===== src/include/fbr_defs.vh =====
/*
 * register offsets, field positions, reset values and mode codes of the
 * fractional sampling-clock generator.
 * assumes it is included by bare name from the logic files.
 */
`ifndef FBR_DEFS_VH
`define FBR_DEFS_VH

`define FBR_OFF_DIV_LOW      3'h0
`define FBR_OFF_DIV_HIGH     3'h1
`define FBR_OFF_DIV_FRAC     3'h2
`define FBR_OFF_MODEM_CTRL   3'h3
`define FBR_OFF_FIFO_CTRL    3'h4
`define FBR_OFF_STATUS       3'h5

`define FBR_RST_DIV_LOW      8'h01
`define FBR_RST_DIV_HIGH     8'h00
`define FBR_RST_DIV_FRAC     8'h00
`define FBR_RST_MODEM_CTRL   8'h00
`define FBR_RST_FIFO_CTRL    8'h00
`define FBR_UNMAPPED_READ    8'h00

`define FBR_MCR_PRESC_BIT    7
`define FBR_FCR_FIFO_EN_BIT  0
`define FBR_FRAC_MSB         3
`define FBR_FRAC_LSB         0
`define FBR_SAMP_MSB         5
`define FBR_SAMP_LSB         4
`define FBR_STAT_IRQ_BIT     0
`define FBR_STAT_TICK_BIT    1

`define FBR_MODE_16X         2'h0
`define FBR_MODE_8X          2'h1
`define FBR_MODE_4X          2'h2
`define FBR_LAST_16X         4'hf
`define FBR_LAST_8X          4'h7
`define FBR_LAST_4X          4'h3
`define FBR_PRESC_LAST       2'h3

`endif


===== src/logic/fbr_chan.v =====
/*
 * one channel's sampling-clock generator: prescaler, fractional divisor
 * and bit-period counter.
 * assumes osc_edge is a one-cycle pulse per oscillator rising edge,
 * already synchronised to clk.
 */
`timescale 1ns/1ps
`include "fbr_defs.vh"

module fbr_chan (
    input  wire        clk,
    input  wire        rst,
    input  wire        osc_edge,
    input  wire        presc_div4,
    input  wire [15:0] divisor_int,
    input  wire [3:0]  divisor_frac,
    input  wire [1:0]  sample_mode,
    output reg         sample_tick,
    output reg         bit_tick
);
    reg  [1:0]  pre_cnt;
    reg  [16:0] div_cnt;
    reg  [3:0]  frac_acc;
    reg         stretch;
    reg  [3:0]  bit_cnt;
    wire        pre_tick;
    wire [16:0] period_len;
    wire [16:0] next_div_cnt;
    wire [4:0]  next_frac_sum;

    function [3:0] last_sample;
        input [1:0] mode;
        begin
            case (mode)
                `FBR_MODE_8X: last_sample = `FBR_LAST_8X;
                `FBR_MODE_4X: last_sample = `FBR_LAST_4X;
                default:      last_sample = `FBR_LAST_16X;
            endcase
        end
    endfunction

    // prescaler passes every edge or every fourth
    assign pre_tick = osc_edge & (~presc_div4 | (pre_cnt == `FBR_PRESC_LAST));

    // zero integer part (id readback setting) behaves as one
    assign period_len = ((divisor_int == 16'h0000) ? 17'h00001 : {1'b0, divisor_int})
                        + {16'h0000, stretch};
    assign next_div_cnt  = div_cnt + 17'h00001;
    // the fraction accumulates per period; a carry stretches the next period
    assign next_frac_sum = {1'b0, frac_acc} + {1'b0, divisor_frac};

    always @(posedge clk) begin
        if (rst) begin
            pre_cnt     <= 2'h0;
            div_cnt     <= 17'h00000;
            frac_acc    <= 4'h0;
            stretch     <= 1'b0;
            sample_tick <= 1'b0;
        end else begin
            sample_tick <= 1'b0;
            if (osc_edge) begin
                pre_cnt <= presc_div4 ? pre_cnt + 2'h1 : 2'h0;
            end
            if (pre_tick) begin
                // >= so a divisor lowered mid-period ends that period at once
                if (next_div_cnt >= period_len) begin
                    div_cnt     <= 17'h00000;
                    sample_tick <= 1'b1;
                    frac_acc    <= next_frac_sum[3:0];
                    stretch     <= next_frac_sum[4];
                end else begin
                    div_cnt <= next_div_cnt;
                end
            end
        end
    end

    // bit period of 16, 8 or 4 sampling periods
    always @(posedge clk) begin
        if (rst) begin
            bit_cnt  <= 4'h0;
            bit_tick <= 1'b0;
        end else begin
            bit_tick <= 1'b0;
            if (sample_tick) begin
                if (bit_cnt >= last_sample(sample_mode)) begin
                    bit_cnt  <= 4'h0;
                    bit_tick <= 1'b1;
                end else begin
                    bit_cnt <= bit_cnt + 4'h1;
                end
            end
        end
    end
endmodule // fbr_chan


===== src/logic/fbr_top.v =====
/*
 * dual-channel fractional sampling-clock generator with its host register
 * port and the two channel interrupt pins.
 * assumes the host bus pins and the oscillator pin are asynchronous to clk;
 * fifo level flags come from logic on clk. oscillator must stay below clk/4.
 */
`timescale 1ns/1ps
`include "fbr_defs.vh"

module fbr_top #(
    parameter [7:0] DEVICE_ID   = 8'h5a, // arbitrary value
    parameter [7:0] REVISION_ID = 8'h01  // arbitrary value
) (
    input  wire       clk,
    input  wire       rst,
    input  wire       chip_select_n,
    input  wire       read_strobe_n,
    input  wire       write_strobe_n,
    input  wire       channel_select,
    input  wire [2:0] addr,
    input  wire [7:0] data_in,
    output reg  [7:0] data_out,
    output reg        data_drive_n,
    input  wire       oscillator_input,
    output reg        oscillator_output,
    input  wire [1:0] tx_below_trigger,
    input  wire [1:0] tx_empty,
    input  wire [1:0] rx_above_trigger,
    output reg        channel_one_interrupt_out,
    output reg        channel_two_interrupt_out,
    output wire       channel_one_sample_tick,
    output wire       channel_one_bit_tick,
    output wire       channel_two_sample_tick,
    output wire       channel_two_bit_tick
);
    // pin bundle: osc, data, addr, chsel, iow, ior, cs
    localparam SYNC_W = 16;

    reg  [SYNC_W-1:0] sync_a;
    reg  [SYNC_W-1:0] sync_b;
    reg  [SYNC_W-1:0] sync_c;
    reg  [SYNC_W-1:0] pins;
    reg               osc_prev;
    reg               write_prev;
    reg  [7:0]        div_low      [0:1];
    reg  [7:0]        div_high     [0:1];
    reg  [7:0]        div_frac     [0:1];
    reg  [7:0]        modem_ctrl   [0:1];
    reg  [7:0]        fifo_ctrl    [0:1];
    reg  [1:0]        tick_seen;
    reg  [7:0]        next_data_out;
    reg  [1:0]        next_irq;
    wire              cs_n_f;
    wire              rd_n_f;
    wire              wr_n_f;
    wire              chsel_f;
    wire [2:0]        addr_f;
    wire [7:0]        data_f;
    wire              osc_f;
    wire              osc_edge;
    wire              write_done;
    wire              ch;
    wire [1:0]        sample_tick;
    wire [1:0]        bit_tick;
    integer           i;
    integer           j;

    function hit;
        input [2:0] a;
        input [2:0] off;
        begin
            hit = (a == off);
        end
    endfunction

    // three flops; a level is accepted once the second and third agree
    always @(posedge clk) begin
        if (rst) begin
            sync_a <= {SYNC_W{1'b1}};
            sync_b <= {SYNC_W{1'b1}};
            sync_c <= {SYNC_W{1'b1}};
            pins   <= {SYNC_W{1'b1}};
        end else begin
            sync_a <= {oscillator_input, data_in, addr, channel_select,
                       write_strobe_n, read_strobe_n, chip_select_n};
            sync_b <= sync_a;
            sync_c <= sync_b;
            pins   <= (~(sync_b ^ sync_c) & sync_c) | ((sync_b ^ sync_c) & pins);
        end
    end

    assign cs_n_f  = pins[0];
    assign rd_n_f  = pins[1];
    assign wr_n_f  = pins[2];
    assign chsel_f = pins[3];
    assign addr_f  = pins[6:4];
    assign data_f  = pins[14:7];
    assign osc_f   = pins[15];
    // channel one when select is high
    assign ch      = ~chsel_f;

    always @(posedge clk) begin
        if (rst) begin
            // filter resets high, so the edge detector must too or a false edge follows reset
            osc_prev          <= 1'b1;
            write_prev        <= 1'b1;
            oscillator_output <= 1'b1;
        end else begin
            osc_prev          <= osc_f;
            write_prev        <= wr_n_f;
            oscillator_output <= ~osc_f;
        end
    end

    // oscillator is counted only by the generators, never by the host port
    assign osc_edge   = osc_f & ~osc_prev;
    // write lands on the trailing edge of the strobe, when data is settled
    assign write_done = wr_n_f & ~write_prev & ~cs_n_f;

    always @(posedge clk) begin
        if (rst) begin
            for (i = 0; i < 2; i = i + 1) begin
                div_low[i]    <= `FBR_RST_DIV_LOW;
                div_high[i]   <= `FBR_RST_DIV_HIGH;
                div_frac[i]   <= `FBR_RST_DIV_FRAC;
                modem_ctrl[i] <= `FBR_RST_MODEM_CTRL;
                fifo_ctrl[i]  <= `FBR_RST_FIFO_CTRL;
            end
        end else if (write_done) begin
            if (hit(addr_f, `FBR_OFF_DIV_LOW)) begin
                div_low[ch] <= data_f;
            end
            if (hit(addr_f, `FBR_OFF_DIV_HIGH)) begin
                div_high[ch] <= data_f;
            end
            if (hit(addr_f, `FBR_OFF_DIV_FRAC)) begin
                // only fraction and sampling fields are kept
                div_frac[ch] <= {2'h0, data_f[`FBR_SAMP_MSB:`FBR_SAMP_LSB],
                                 data_f[`FBR_FRAC_MSB:`FBR_FRAC_LSB]};
            end
            if (hit(addr_f, `FBR_OFF_MODEM_CTRL)) begin
                modem_ctrl[ch] <= data_f;
            end
            if (hit(addr_f, `FBR_OFF_FIFO_CTRL)) begin
                fifo_ctrl[ch] <= data_f;
            end
        end
    end

    // shows each generator is alive: flips on every sampling period
    always @(posedge clk) begin
        if (rst) begin
            tick_seen <= 2'h0;
        end else begin
            tick_seen <= tick_seen ^ sample_tick;
        end
    end

    // read mux; a zero integer divisor exposes the id codes
    always @* begin
        next_data_out = `FBR_UNMAPPED_READ;
        if (hit(addr_f, `FBR_OFF_DIV_LOW)) begin
            next_data_out = ({div_high[ch], div_low[ch]} == 16'h0000)
                            ? REVISION_ID : div_low[ch];
        end else if (hit(addr_f, `FBR_OFF_DIV_HIGH)) begin
            next_data_out = ({div_high[ch], div_low[ch]} == 16'h0000)
                            ? DEVICE_ID : div_high[ch];
        end else if (hit(addr_f, `FBR_OFF_DIV_FRAC)) begin
            next_data_out = div_frac[ch];
        end else if (hit(addr_f, `FBR_OFF_MODEM_CTRL)) begin
            next_data_out = modem_ctrl[ch];
        end else if (hit(addr_f, `FBR_OFF_FIFO_CTRL)) begin
            next_data_out = fifo_ctrl[ch];
        end else if (hit(addr_f, `FBR_OFF_STATUS)) begin
            next_data_out = 8'h00;
            next_data_out[`FBR_STAT_IRQ_BIT]  = ch ? channel_two_interrupt_out
                                                   : channel_one_interrupt_out;
            next_data_out[`FBR_STAT_TICK_BIT] = tick_seen[ch];
        end
    end

    always @(posedge clk) begin
        if (rst) begin
            data_out     <= 8'h00;
            data_drive_n <= 1'b1;
        end else begin
            data_out     <= next_data_out;
            data_drive_n <= cs_n_f | rd_n_f;
        end
    end

    // fifo disabled: transmitter empty or receive data still raise the pin
    always @* begin
        for (j = 0; j < 2; j = j + 1) begin
            if (fifo_ctrl[j][`FBR_FCR_FIFO_EN_BIT]) begin
                next_irq[j] = tx_below_trigger[j] | tx_empty[j]
                              | rx_above_trigger[j];
            end else begin
                next_irq[j] = tx_empty[j] | rx_above_trigger[j];
            end
        end
    end

    always @(posedge clk) begin
        if (rst) begin
            channel_one_interrupt_out <= 1'b0;
            channel_two_interrupt_out <= 1'b0;
        end else begin
            channel_one_interrupt_out <= next_irq[0];
            channel_two_interrupt_out <= next_irq[1];
        end
    end

    genvar g;
    generate
        for (g = 0; g < 2; g = g + 1) begin : chan
            fbr_chan u_gen (
                .clk          (clk),
                .rst          (rst),
                .osc_edge     (osc_edge),
                .presc_div4   (modem_ctrl[g][`FBR_MCR_PRESC_BIT]),
                .divisor_int  ({div_high[g], div_low[g]}),
                .divisor_frac (div_frac[g][`FBR_FRAC_MSB:`FBR_FRAC_LSB]),
                .sample_mode  (div_frac[g][`FBR_SAMP_MSB:`FBR_SAMP_LSB]),
                .sample_tick  (sample_tick[g]),
                .bit_tick     (bit_tick[g])
            );
        end
    endgenerate

    // ticks come straight from the generator flops
    assign channel_one_sample_tick = sample_tick[0];
    assign channel_one_bit_tick    = bit_tick[0];
    assign channel_two_sample_tick = sample_tick[1];
    assign channel_two_bit_tick    = bit_tick[1];
endmodule // fbr_top


===== config.mk =====
export PLATFORM = sky130hd
export DESIGN_NAME = fbr_top
export DESIGN_NICKNAME = d
export VERILOG_FILES = /design/src/logic/fbr_chan.v /design/src/logic/fbr_top.v
export VERILOG_INCLUDE_DIRS = /design/src /design/src/include
export SDC_FILE = /design/constraint.sdc
export NUM_CORES = 1
export LEC_CHECK = 0
export BUFFER_PORTS_ARGS = -buffer_cell sky130_fd_sc_hd__clkbuf_2
export CAP_MARGIN = 20
export CORE_MARGIN = 1
export CORE_UTILIZATION = 30
export CTS_CLUSTER_DIAMETER = 40
export DETAILED_ROUTE_END_ITERATION = 16
export PLACE_DENSITY = 0.52
export SLEW_MARGIN = 20
export SYNTH_ARGS = -nofsm -noshare
export SYNTH_HDL_FRONTEND = slang
export SYNTH_SLANG_ARGS = --single-unit

===== constraint.sdc =====
create_clock -name clk -period 5.3 [get_ports clk]
set_input_delay 0.53 -clock clk [delete_from_list [all_inputs] [get_ports clk]]
set_output_delay 0.53 -clock clk [all_outputs]
set_load 0.02 [all_outputs]

Yosys cells after proc, flatten, opt, wreduce, memory -nomap -nowiden

Memories as Yosys holds them, arrays and structs flattened.
Index checks and enable logic that the tools add are counted.

Register bits after elaboration: 140
Bits in latches: 0
Bits in writable memories: 76
Memory bits (read-only): 0
Bits of input ports: 24
Output and inout bits: 16
Logic and storage cells: 171
Memories: 5

Memory list:

| memory     | words | bits a word | rd ports | clocked after Yosys merged registers in | write ports | RTL line     | text |
|---|---|---|---|---|---|---|---|
| div_high   | 2     | 8           | 3        | 0                                       | 2           | fbr_top.v:46 | `reg [7:0] div_high [0:1];` |
| div_low    | 2     | 8           | 3        | 0                                       | 2           | fbr_top.v:45 | `reg [7:0] div_low [0:1];` |
| fifo_ctrl  | 2     | 8           | 3        | 0                                       | 2           | fbr_top.v:49 | `reg [7:0] fifo_ctrl [0:1];` |
| modem_ctrl | 2     | 8           | 3        | 0                                       | 2           | fbr_top.v:48 | `reg [7:0] modem_ctrl [0:1];` |
| div_frac   | 2     | 6           | 3        | 0                                       | 2           | fbr_top.v:47 | `reg [7:0] div_frac [0:1];` |

Add/sub/neg operators: 10
Multipliers: 0
Div/mod/pow operators: 0
Magnitude comparators: 5
Equal/unequal tests: 11
Shift operators: 0
Muxes and demuxes: 68
Bitwise logic cells: 31
Reductions and logical operators: 15

Operator list:

| operator                                       | count |
|---|---|
| 2-to-1 mux 8 bit                               | 11 |
| zero test 16 bit                               | 3 |
| 2-to-1 mux 1 bit                               | 41 |
| adder 17 x 1 -> 17 bit                         | 2 |
| adder 17 x 1 -> 17 bit (second input constant) | 2 |
| >= comparator 17 bit                           | 2 |
| 2-to-1 mux 17 bit                              | 2 |
| AND 16 bit                                     | 2 |
| 2-to-1 mux 16 bit                              | 2 |
| OR reduction 8 bit                             | 4 |
| 2-to-1 mux 4 bit                               | 6 |
| inverter 16 bit                                | 1 |
| bitwise OR 16 bit                              | 1 |
| case mux 4 bit (2 select lines)                | 2 |
| bitwise XOR 16 bit                             | 1 |
| inverter 1 bit                                 | 11 |
| adder 4 x 4 -> 5 bit                           | 2 |
| bitwise OR 1 bit                               | 9 |
| adder 4 x 1 -> 4 bit (second input constant)   | 2 |
| == test 2 bit (second input constant)          | 4 |
| >= comparator 4 bit                            | 2 |
| OR reduction 2 bit                             | 4 |
| == test 3 x 2 -> 1 bit (second input constant) | 2 |
| == test 3 bit (second input constant)          | 2 |
| 11 further kinds                               | 20 |

Longest topological paths before layout

Gate-level depths: netlist (run 1).

Word-level depth: 9
Depth in mapped cells: 18
Depth with buffers taken out: 17

Modules after synthesis

Synthesis (run 1) repeated with hierarchy kept, for this count alone.

Cells, all modules: 1044
Area, all modules: 10731.5 µm²

Modules (own cells, without submodules):

| module                   | instances | cells an instance | area each (µm²) | sequential area each (µm²) |
|---|---|---|---|---|
| fbr_top                  | 1         | 503               | 6172.2          | 3883.7 |
| fbr_chan (chan[1].u_gen) | 1         | 274               | 2292.2          | 600.6 |
| fbr_chan (chan[0].u_gen) | 1         | 267               | 2267.2          | 600.6 |

Least setup slack after synthesis (run 1)

OpenSTA, ideal clock, no wires.

Kind: register to register
Start point: memory div_low[1][7]
End point: register chan[1].u_gen.frac_acc[0]
Library setup time: 128 ps
Arrival time: 3513 ps
Data required time: 5172 ps
Slack: 1660 ps
Stages on the path, launching flop included: 18
Path buffers: 0
Clock period less this slack: 3640 ps
Cells stage by stage: edfxtp_1 -> or4_1 -> nor2_1 -> nand3_1 -> nand2_1 -> ha_1 -> ha_1 -> nand3_1 -> nor2_1 -> nand3_1 -> xor2_1 -> ha_1 -> nand4_1 -> nor3_1 -> a22oi_1 -> a31oi_2 -> mux2i_1 -> nor2_1

RTL lines:

| item                   | RTL line      | text |
|---|---|---|
| start: declaration     | fbr_top.v:45  |  |
| end signal: assignment | fbr_chan.v:69 | `frac_acc <= next_frac_sum[3:0];` |
| end: declaration       | fbr_chan.v:23 | `reg [3:0] frac_acc;` |

==> metrics.yaml, run 1 <==
antenna_found_initial: 0
hold_depth: 2
layout_min_cycle_time_ns: 4.26
routed_wl_um: 24100
ys_seq_elements: 216
ys_seq_area_share_pct: 48.5
cts.sinks: 216
cp-end-kind: "register"
slew_viol_final: 0
rsz0062_at_grt: "no"
powerDensity_nw_per_um2: 319
grt_pass1_vias: 7200
ys_warn_count: 0
start_util_pct: 30.4
grt_overflow: 0
cts_setup_buffers: 0
slew_headroom_pct: 39.8
rr_startpoint: "div_low[1][1]"
cts_resized: 0
synth_top_area_share_pct: 26.7
post-route-drc-count: 0
io_pins: 40
worstPathArrival_ns: 4.67
cts_made_buffers: 31
first_pass_iters: 4
syn_nets: 1128
syn_area_um2: 10500
clock_latency_ns: 0.56
synth-main-ff-cell: "dfxtp_1"
path_max_fanout: 8
clkSlewWorstSetupHoldPaths_ns: 0.06
hold_viol: 0
hold_buffers: 0
r2r-end: "chan[1].u_gen.frac_acc[0]"
clk_path_buf_depth: 3
rows: 68
first_iter_violations: 364
gp_congestion: 0.779
crit_path_start_kind: "register"
yosys.area.top_type: "dfxtp_1"
netlist_top_cells_area: "dfxtp_1, edfxtp_1, ha_1"
min_to: "sync_a[10]"
ant_nets: 0
setup_tns_ns: 0
root_buffer: "clkbuf_16"
fill_cells: 3505
holdCritStartpoint: "data_in[3]"
critical_path.max_stage_delay_ns: 0.55
grt_pass1_wl_um: 39200
track_usage_pct: 13.7
port_buffers: 39
min_path_type: "in2reg"
synth-edff-count: 76
wl_per_cell_um: 15.5
netlist_instances: 1044
core_um2: 34500
r2r_slack_ns: 1.04
num_vias: 7348
dieArea_um2: 35700
tightest_slew_ns: 0.894
skew_ns: 0.0182
die_w_um: 189
ir_drop_mv: 0.258
reg2reg_depth: 16
cp_data_required_time_ns: 5.71
crit_chain: "or4_1 > nor2_1 > nand3_1 > nand2_1 > ha_1 > ha_1 > nand3_1 > nor2_1 > xnor2_1 > ha_1 > nand4_1 > a2111oi_0 > o31ai_1 > a31oi_2 > mux2i_1 > nor2_1"
min_period_over_period_pct: 80.3
nets: 1164
drv_cap: 0
cts_tree: "done"
synth.avg_cell_area_um2: 10.0
htreeDepth: 1
clock.fmax_mhz: 235
outcome: "complete, no violations"
cpMaxStageDelayCell: "or4_1"
yosysUniqueCellTypes: 65
hpwlAfterDp_um: 17100
synthArstFlopShare_pct: 0
post_drt_via_cell_ratio: 4.71
power_mw: 3.88
antenna_cells: 0
syn_to_final_growth_pct: 15.8
grt_max_degree: 80
worstSetupPathType: "reg2reg"
leakage_nw: 4.89
drive_above_1_share_pct: 17.0
finalSetupViolations: 0
dieHeight_um: 189
## critical path, delay by kind of cell, from the launching register on
| family | cells | cell delay (ns) |
|---|---|---|
| AND/OR/NAND/NOR | 8 | 1.49 |
| flip-flops | 1 | 0.45 |
| XOR/XNOR | 1 | 0.10 |
| adder cells (fa/ha/maj) | 3 | 0.70 |
| multiplexers | 1 | 0.25 |
| AO/OA/AOI/OAI | 3 | 1.12 |
## stage by stage
step                std cells  area [µm²]  setup slack, ns  hold WS [ns]  utilization, %
detailed placement       1501       11100             1.03         0.392            32.2
floorplan                1044       10500             1.66         0.389               -
CTS                      1559       12100             1.04         0.119            35.2
global placement         1501       11100             1.19         0.394            32.2
global route             1560       12100            0.650         0.124            35.2
finish                   1560       12100             1.04         0.143            35.2
## report_power, final
group | switching, mW | internal, mW | total (mW)
sequential | 0.0273 | 1.75 | 1.78
clock | 0.792 | 1.21 | 2.00
combinational | 0.0608 | 0.0407 | 0.102
## cells in the final DEF (no fill, tap or decap), types with 16 or more instances in the layout
| cell type | instances |
|---|---|
| nand4_1 | 16 |
| or2_2 | 55 |
| xor2_1 | 34 |
| and2_1 | 82 |
| clkbuf_2 | 39 |
| nand3_1 | 29 |
| o21ai_0 | 39 |
| dfxtp_1 | 139 |
| clkbuf_16 | 32 |
| nor2_1 | 100 |
| a21oi_1 | 48 |
| xnor2_1 | 44 |
| nand2_1 | 64 |
| edfxtp_1 | 76 |
| ha_1 | 58 |
| inv_1 | 28 |
| mux2i_1 | 30 |
## how the worst max path moves through the flow
stage	start	end	slack (ns)	cells after the start
after floorplan	div_low[1][7]	chan[1].u_gen.frac_acc[0]	1.66	17
after global placement	div_low[1][4]	chan[1].u_gen.frac_acc[2]	1.19	17
after detailed placement	div_low[1][4]	chan[1].u_gen.frac_acc[3]	1.03	16
after CTS	div_low[1][4]	chan[1].u_gen.frac_acc[0]	1.04	16
after global routing	div_low[1][1]	chan[1].u_gen.frac_acc[0]	0.65	16
final	div_low[1][1]	chan[1].u_gen.frac_acc[0]	1.04	16
## layer usage
layer | global-route usage (%) | wire [µm]
met2 | 22.6 | 11100
met3 | 1.98 | 829
met4 | 4.06 | 642
met5 | 0 | 0
met1 | 18.6 | 11500
## cell usage after synthesis, drive strengths merged, types with 8 or more instances
cell type  count
or2           57
nor2         101
and3          13
edfxtp        76
a211oi        12
clkbuf        33
xnor2         44
a21oi         49
o21ai         44
ha            58
nand2b         9
xor2          34
nor3          14
nand4         16
mux2i         30
a22o           8
nand3         32
mux2           8
buf           11
o22ai         11
and2          84
dfxtp        140
a21o          13
inv           28
nand2         64
## cell families after synthesis
| family | count (synthesis) | synth area share (%) |
|---|---|---|
| adder cells (fa/ha/maj) | 60 | 7.30 |
| AND/OR/NAND/NOR | 412 | 20.7 |
| XOR/XNOR | 78 | 6.51 |
| multiplexers | 39 | 3.94 |
| buffers and inverters | 73 | 2.90 |
| flip-flops | 216 | 48.5 |
| AO/OA/AOI/OAI | 166 | 10.2 |
## cell type report
type / count / area (µm²) / share of cell area [%]
inverters: 29 / 109 / 0.896
clock buffers: 36 / 846 / 6.96
repair buffers: 47 / 253 / 2.08
well taps: 455 / 569 / 4.69
clock inverters: 22 / 183 / 1.50
flip-flops and latches: 216 / 5090 / 41.9
multi-input cells: 755 / 5100 / 42.0
## registers in the layout, summed over array words and instances (netlist names), 2 cells and up, named ones only
register / flops
tick_seen: 2
chan.u_gen.stretch: 2
modem_ctrl: 16
chan.u_gen.pre_cnt: 4
chan.u_gen.sample_tick: 2
fifo_ctrl: 16
div_high: 16
data_out: 8
chan.u_gen.div_cnt: 34
chan.u_gen.bit_tick: 2
sync_a: 16
sync_b: 16
chan.u_gen.bit_cnt: 8
chan.u_gen.frac_acc: 8
sync_c: 16
div_low: 16
div_frac: 12
(Power assumes the default switching activity.)
==> run 2, diff against run 1 <==
--- a/config.mk
+++ b/config.mk
@@ -6,6 +6,7 @@
 export SDC_FILE = /design/constraint.sdc
 export NUM_CORES = 1
 export LEC_CHECK = 0
+export ABC_AREA = 1
 export BUFFER_PORTS_ARGS = -buffer_cell sky130_fd_sc_hd__clkbuf_2
 export CAP_MARGIN = 20
 export CORE_MARGIN = 1
==> constraint.sdc (replaced) <==
create_clock -name clk -period 4.3 [get_ports clk]
set_input_delay 0.43 -clock clk [delete_from_list [all_inputs] [get_ports clk]]
set_output_delay 0.43 -clock clk [all_outputs]
set_load 0.02 [all_outputs]
==> run 2 against run 1 <==
Net effect:
- sequential share of layout area shrank 2.0 points
- area after synthesis grew 3.5%
- sequential power grew 22%
- first-iteration DRC count grew 46%
- clock-buffer cell count grew 5
- cell count grew 19%
- cell area grew 5.0%
- critical path type unchanged
- largest cell class unchanged
- largest power group unchanged
==> metrics.yaml, run 2 <==
min_period_over_period_pct: 89.1
wl_per_cell_um: 13.5
path_buf_inv: 2
netlist_top_cells_area: "dfxtp_1, edfxtp_1, nand2_1"
clock.fmax_mhz: 261
slew_headroom_pct: 33.5
power_mw: 5.19
ys_seq_area_share_pct: 46.8
yosys.area.top_type: "dfxtp_1"
drv_cap: 0
tightest_slew_ns: 0.998
post-route-util_pct: 35.8
cts.sinks: 216
antenna_found_initial: 0
mostFrequentLayoutCells: "nand2_1, nor2_1, dfxtp_1"
largest_reg_flops: 34
routed_wl_um: 25200
worstPathArrival_ns: 4.18
num_vias: 8483
ys_seq_elements: 216
synth_top_area_share_pct: 25.8
cts_made_buffers: 36
critical_path.max_stage_delay_ns: 0.46
clk_path_buf_depth: 3
rsz0062_at_grt: "no"
gp_congestion: 0.859
nets: 1457
grt_overflow: 0
critPathTopFamily: "simple AND/OR/NAND/NOR gates"
io_pins: 40
track_usage_pct: 14.1
top_register: "chan.u_gen.div_cnt"
port_buffers: 39
rows: 69
final_area_um2: 12700
layout_min_cycle_time_ns: 3.83
post-place-cells: 1796
first_iter_violations: 532
cts_setup_buffers: 0
cts_resized: 0
hold_buffers: 0
first_pass_iters: 5
layout_commonest_cell: "nand2_1"
root_buffer: "clkbuf_16"
grt_pass1_wl_um: 41000
clkSlewWorstSetupHoldPaths_ns: 0.05
core_um2: 35600
grt_pass1_vias: 8233
start_util_pct: 30.5
leakage_nw: 5.63
outcome: "complete, no violations"
dieArea_um2: 37000
fin_cells: 1862
antenna_cells: 0
syn_to_final_growth_pct: 17.4
postPlaceCellArea_um2: 11500
crit_path_start_kind: "register"
htreeDepth: 2
finalSetupViolations: 0
crit_chain: "nor4_1 > a41o_1 > ha_1 > ha_1 > nand3_2 > nor3_2 > nand3_1 > nor2_2 > nand2_1 > nor2_1 > xor2_1 > ha_1 > nand2_1 > nor2_1 > nand2_1 > inv_1 > nand3_1 > nand2_1 > nor2_2 > buf_4 > nand4_1 > a21oi_1"
synth-main-ff-cell: "dfxtp_1"
cp-end-kind: "register"
slew_viol_final: 0
drive_above_1_share_pct: 14.2
grt_max_degree: 99
ir_drop_mv: 0.327
cpMaxStageDelayCell: "nor4_1"
worstSetupPathType: "reg2reg"
post-route-drc-count: 0
yosysUniqueCellTypes: 44
dieHeight_um: 192
hpwlAfterDp_um: 17600
clock_latency_ns: 0.52
ys_warn_count: 0
powerDensity_nw_per_um2: 407
netlist_instances: 1328
die_w_um: 192
skew_ns: 0.0199
syn_area_um2: 10900
yosysMostFrequentCell: "nand2_1"
ant_nets: 0
synth_commonest_cells: "nand2_1, nor2_1, dfxtp_1"
syn_nets: 1412
setup_tns_ns: 0
min_path_type: "in2reg"
critPathMostFrequentCell: "nand2_1"
path_max_fanout: 17
synth-edff-count: 76
synthArstFlopShare_pct: 0
synth.avg_cell_area_um2: 8.18
hold_viol: 0
cp_data_required_time_ns: 4.65
fill_cells: 3735
post_drt_via_cell_ratio: 4.56
cts_tree: "done"
-- run 2: cell count changes after synthesis, moves of 11 or more --
cell,change
and2_1,-80
nand4_1,+13
xnor2_1,-29
nor2_1,+76
nand3_1,+24
a21oi_1,+21
clkbuf_1,-15
and3_1,-13
mux2i_1,-24
o22ai_1,-11
inv_1,+84
nand2_1,+277
-- run 2: worst paths after layout --
path	start	end	slack, ns	cells after the start
worst max-delay path	div_high[1][5]	chan[1].u_gen.div_cnt[3]	0.47	22
worst min-delay path	addr[1]	sync_a[5]	0.09	2
worst max register to register	div_high[1][5]	chan[1].u_gen.div_cnt[3]	0.47	22
worst min register to register	register	oscillator_output	0.39	1
-- run 2: cell families (layout without fill, tap and decap cells) --
group                    count (synthesis)  in the layout  share of synthesized area [%]
AO/OA/AOI/OAI                          129            129                           6.44
AND/OR/NAND/NOR                        702            702                           28.7
buffers and inverters                  160            233                           5.96
adder cells (fa/ha/maj)                 60             60                           7.05
flip-flops                             216            216                           46.8
multiplexers                             6              6                          0.553
XOR/XNOR                                55             55                           4.44
-- run 2: per-layer routing --
layer  share of wire [%]  global-route usage (%)  wire length, µm
met4                 2.4                    4.51              595
met2                  46                    23.6            11700
met5                   0                       0                0
met1                  47                    18.2            11800
met3                 4.3                    2.52             1070
-- run 2: worst reg2reg max path: stages (launching register included) --
cell	delay, ns
edfxtp_1	0.45
nor4_1	0.46
a41o_1	0.25
ha_1	0.17
ha_1	0.20
nand3_2	0.11
nor3_2	0.17
nand3_1	0.16
nor2_2	0.17
nand2_1	0.10
nor2_1	0.13
xor2_1	0.08
ha_1	0.29
nand2_1	0.06
nor2_1	0.16
nand2_1	0.10
inv_1	0.08
nand3_1	0.06
nand2_1	0.08
nor2_2	0.03
buf_4	0.19
nand4_1	0.09
a21oi_1	0.08
-- run 2: power breakdown --
part	switching, mW	internal, mW	total (mW)
registers	0.0274	2.16	2.18
clock network	1.06	1.82	2.87
logic	0.0849	0.0492	0.134
total	1.17	4.02	5.19
-- run 2: per-stage QoR --
step,hold WS [ns],setup slack (ns)
after floorplan,0.366,0.865
after global placement,0.381,0.434
after detailed placement,0.390,0.389
after CTS,0.0708,0.314
after global routing,0.0703,0.0674
final,0.0903,0.467
-- run 2: cell type report --
type | instances | area [µm²] | share of cell area (%)
Inverter | 123 | 462 | 3.62
Tap cell | 461 | 577 | 4.52
Clock buffer | 41 | 960 | 7.53
Clock inverter | 25 | 282 | 2.21
Timing Repair Buffer | 44 | 235 | 1.84
Sequential cell | 216 | 5090 | 39.9
Multi-Input combinational cell | 952 | 5150 | 40.4
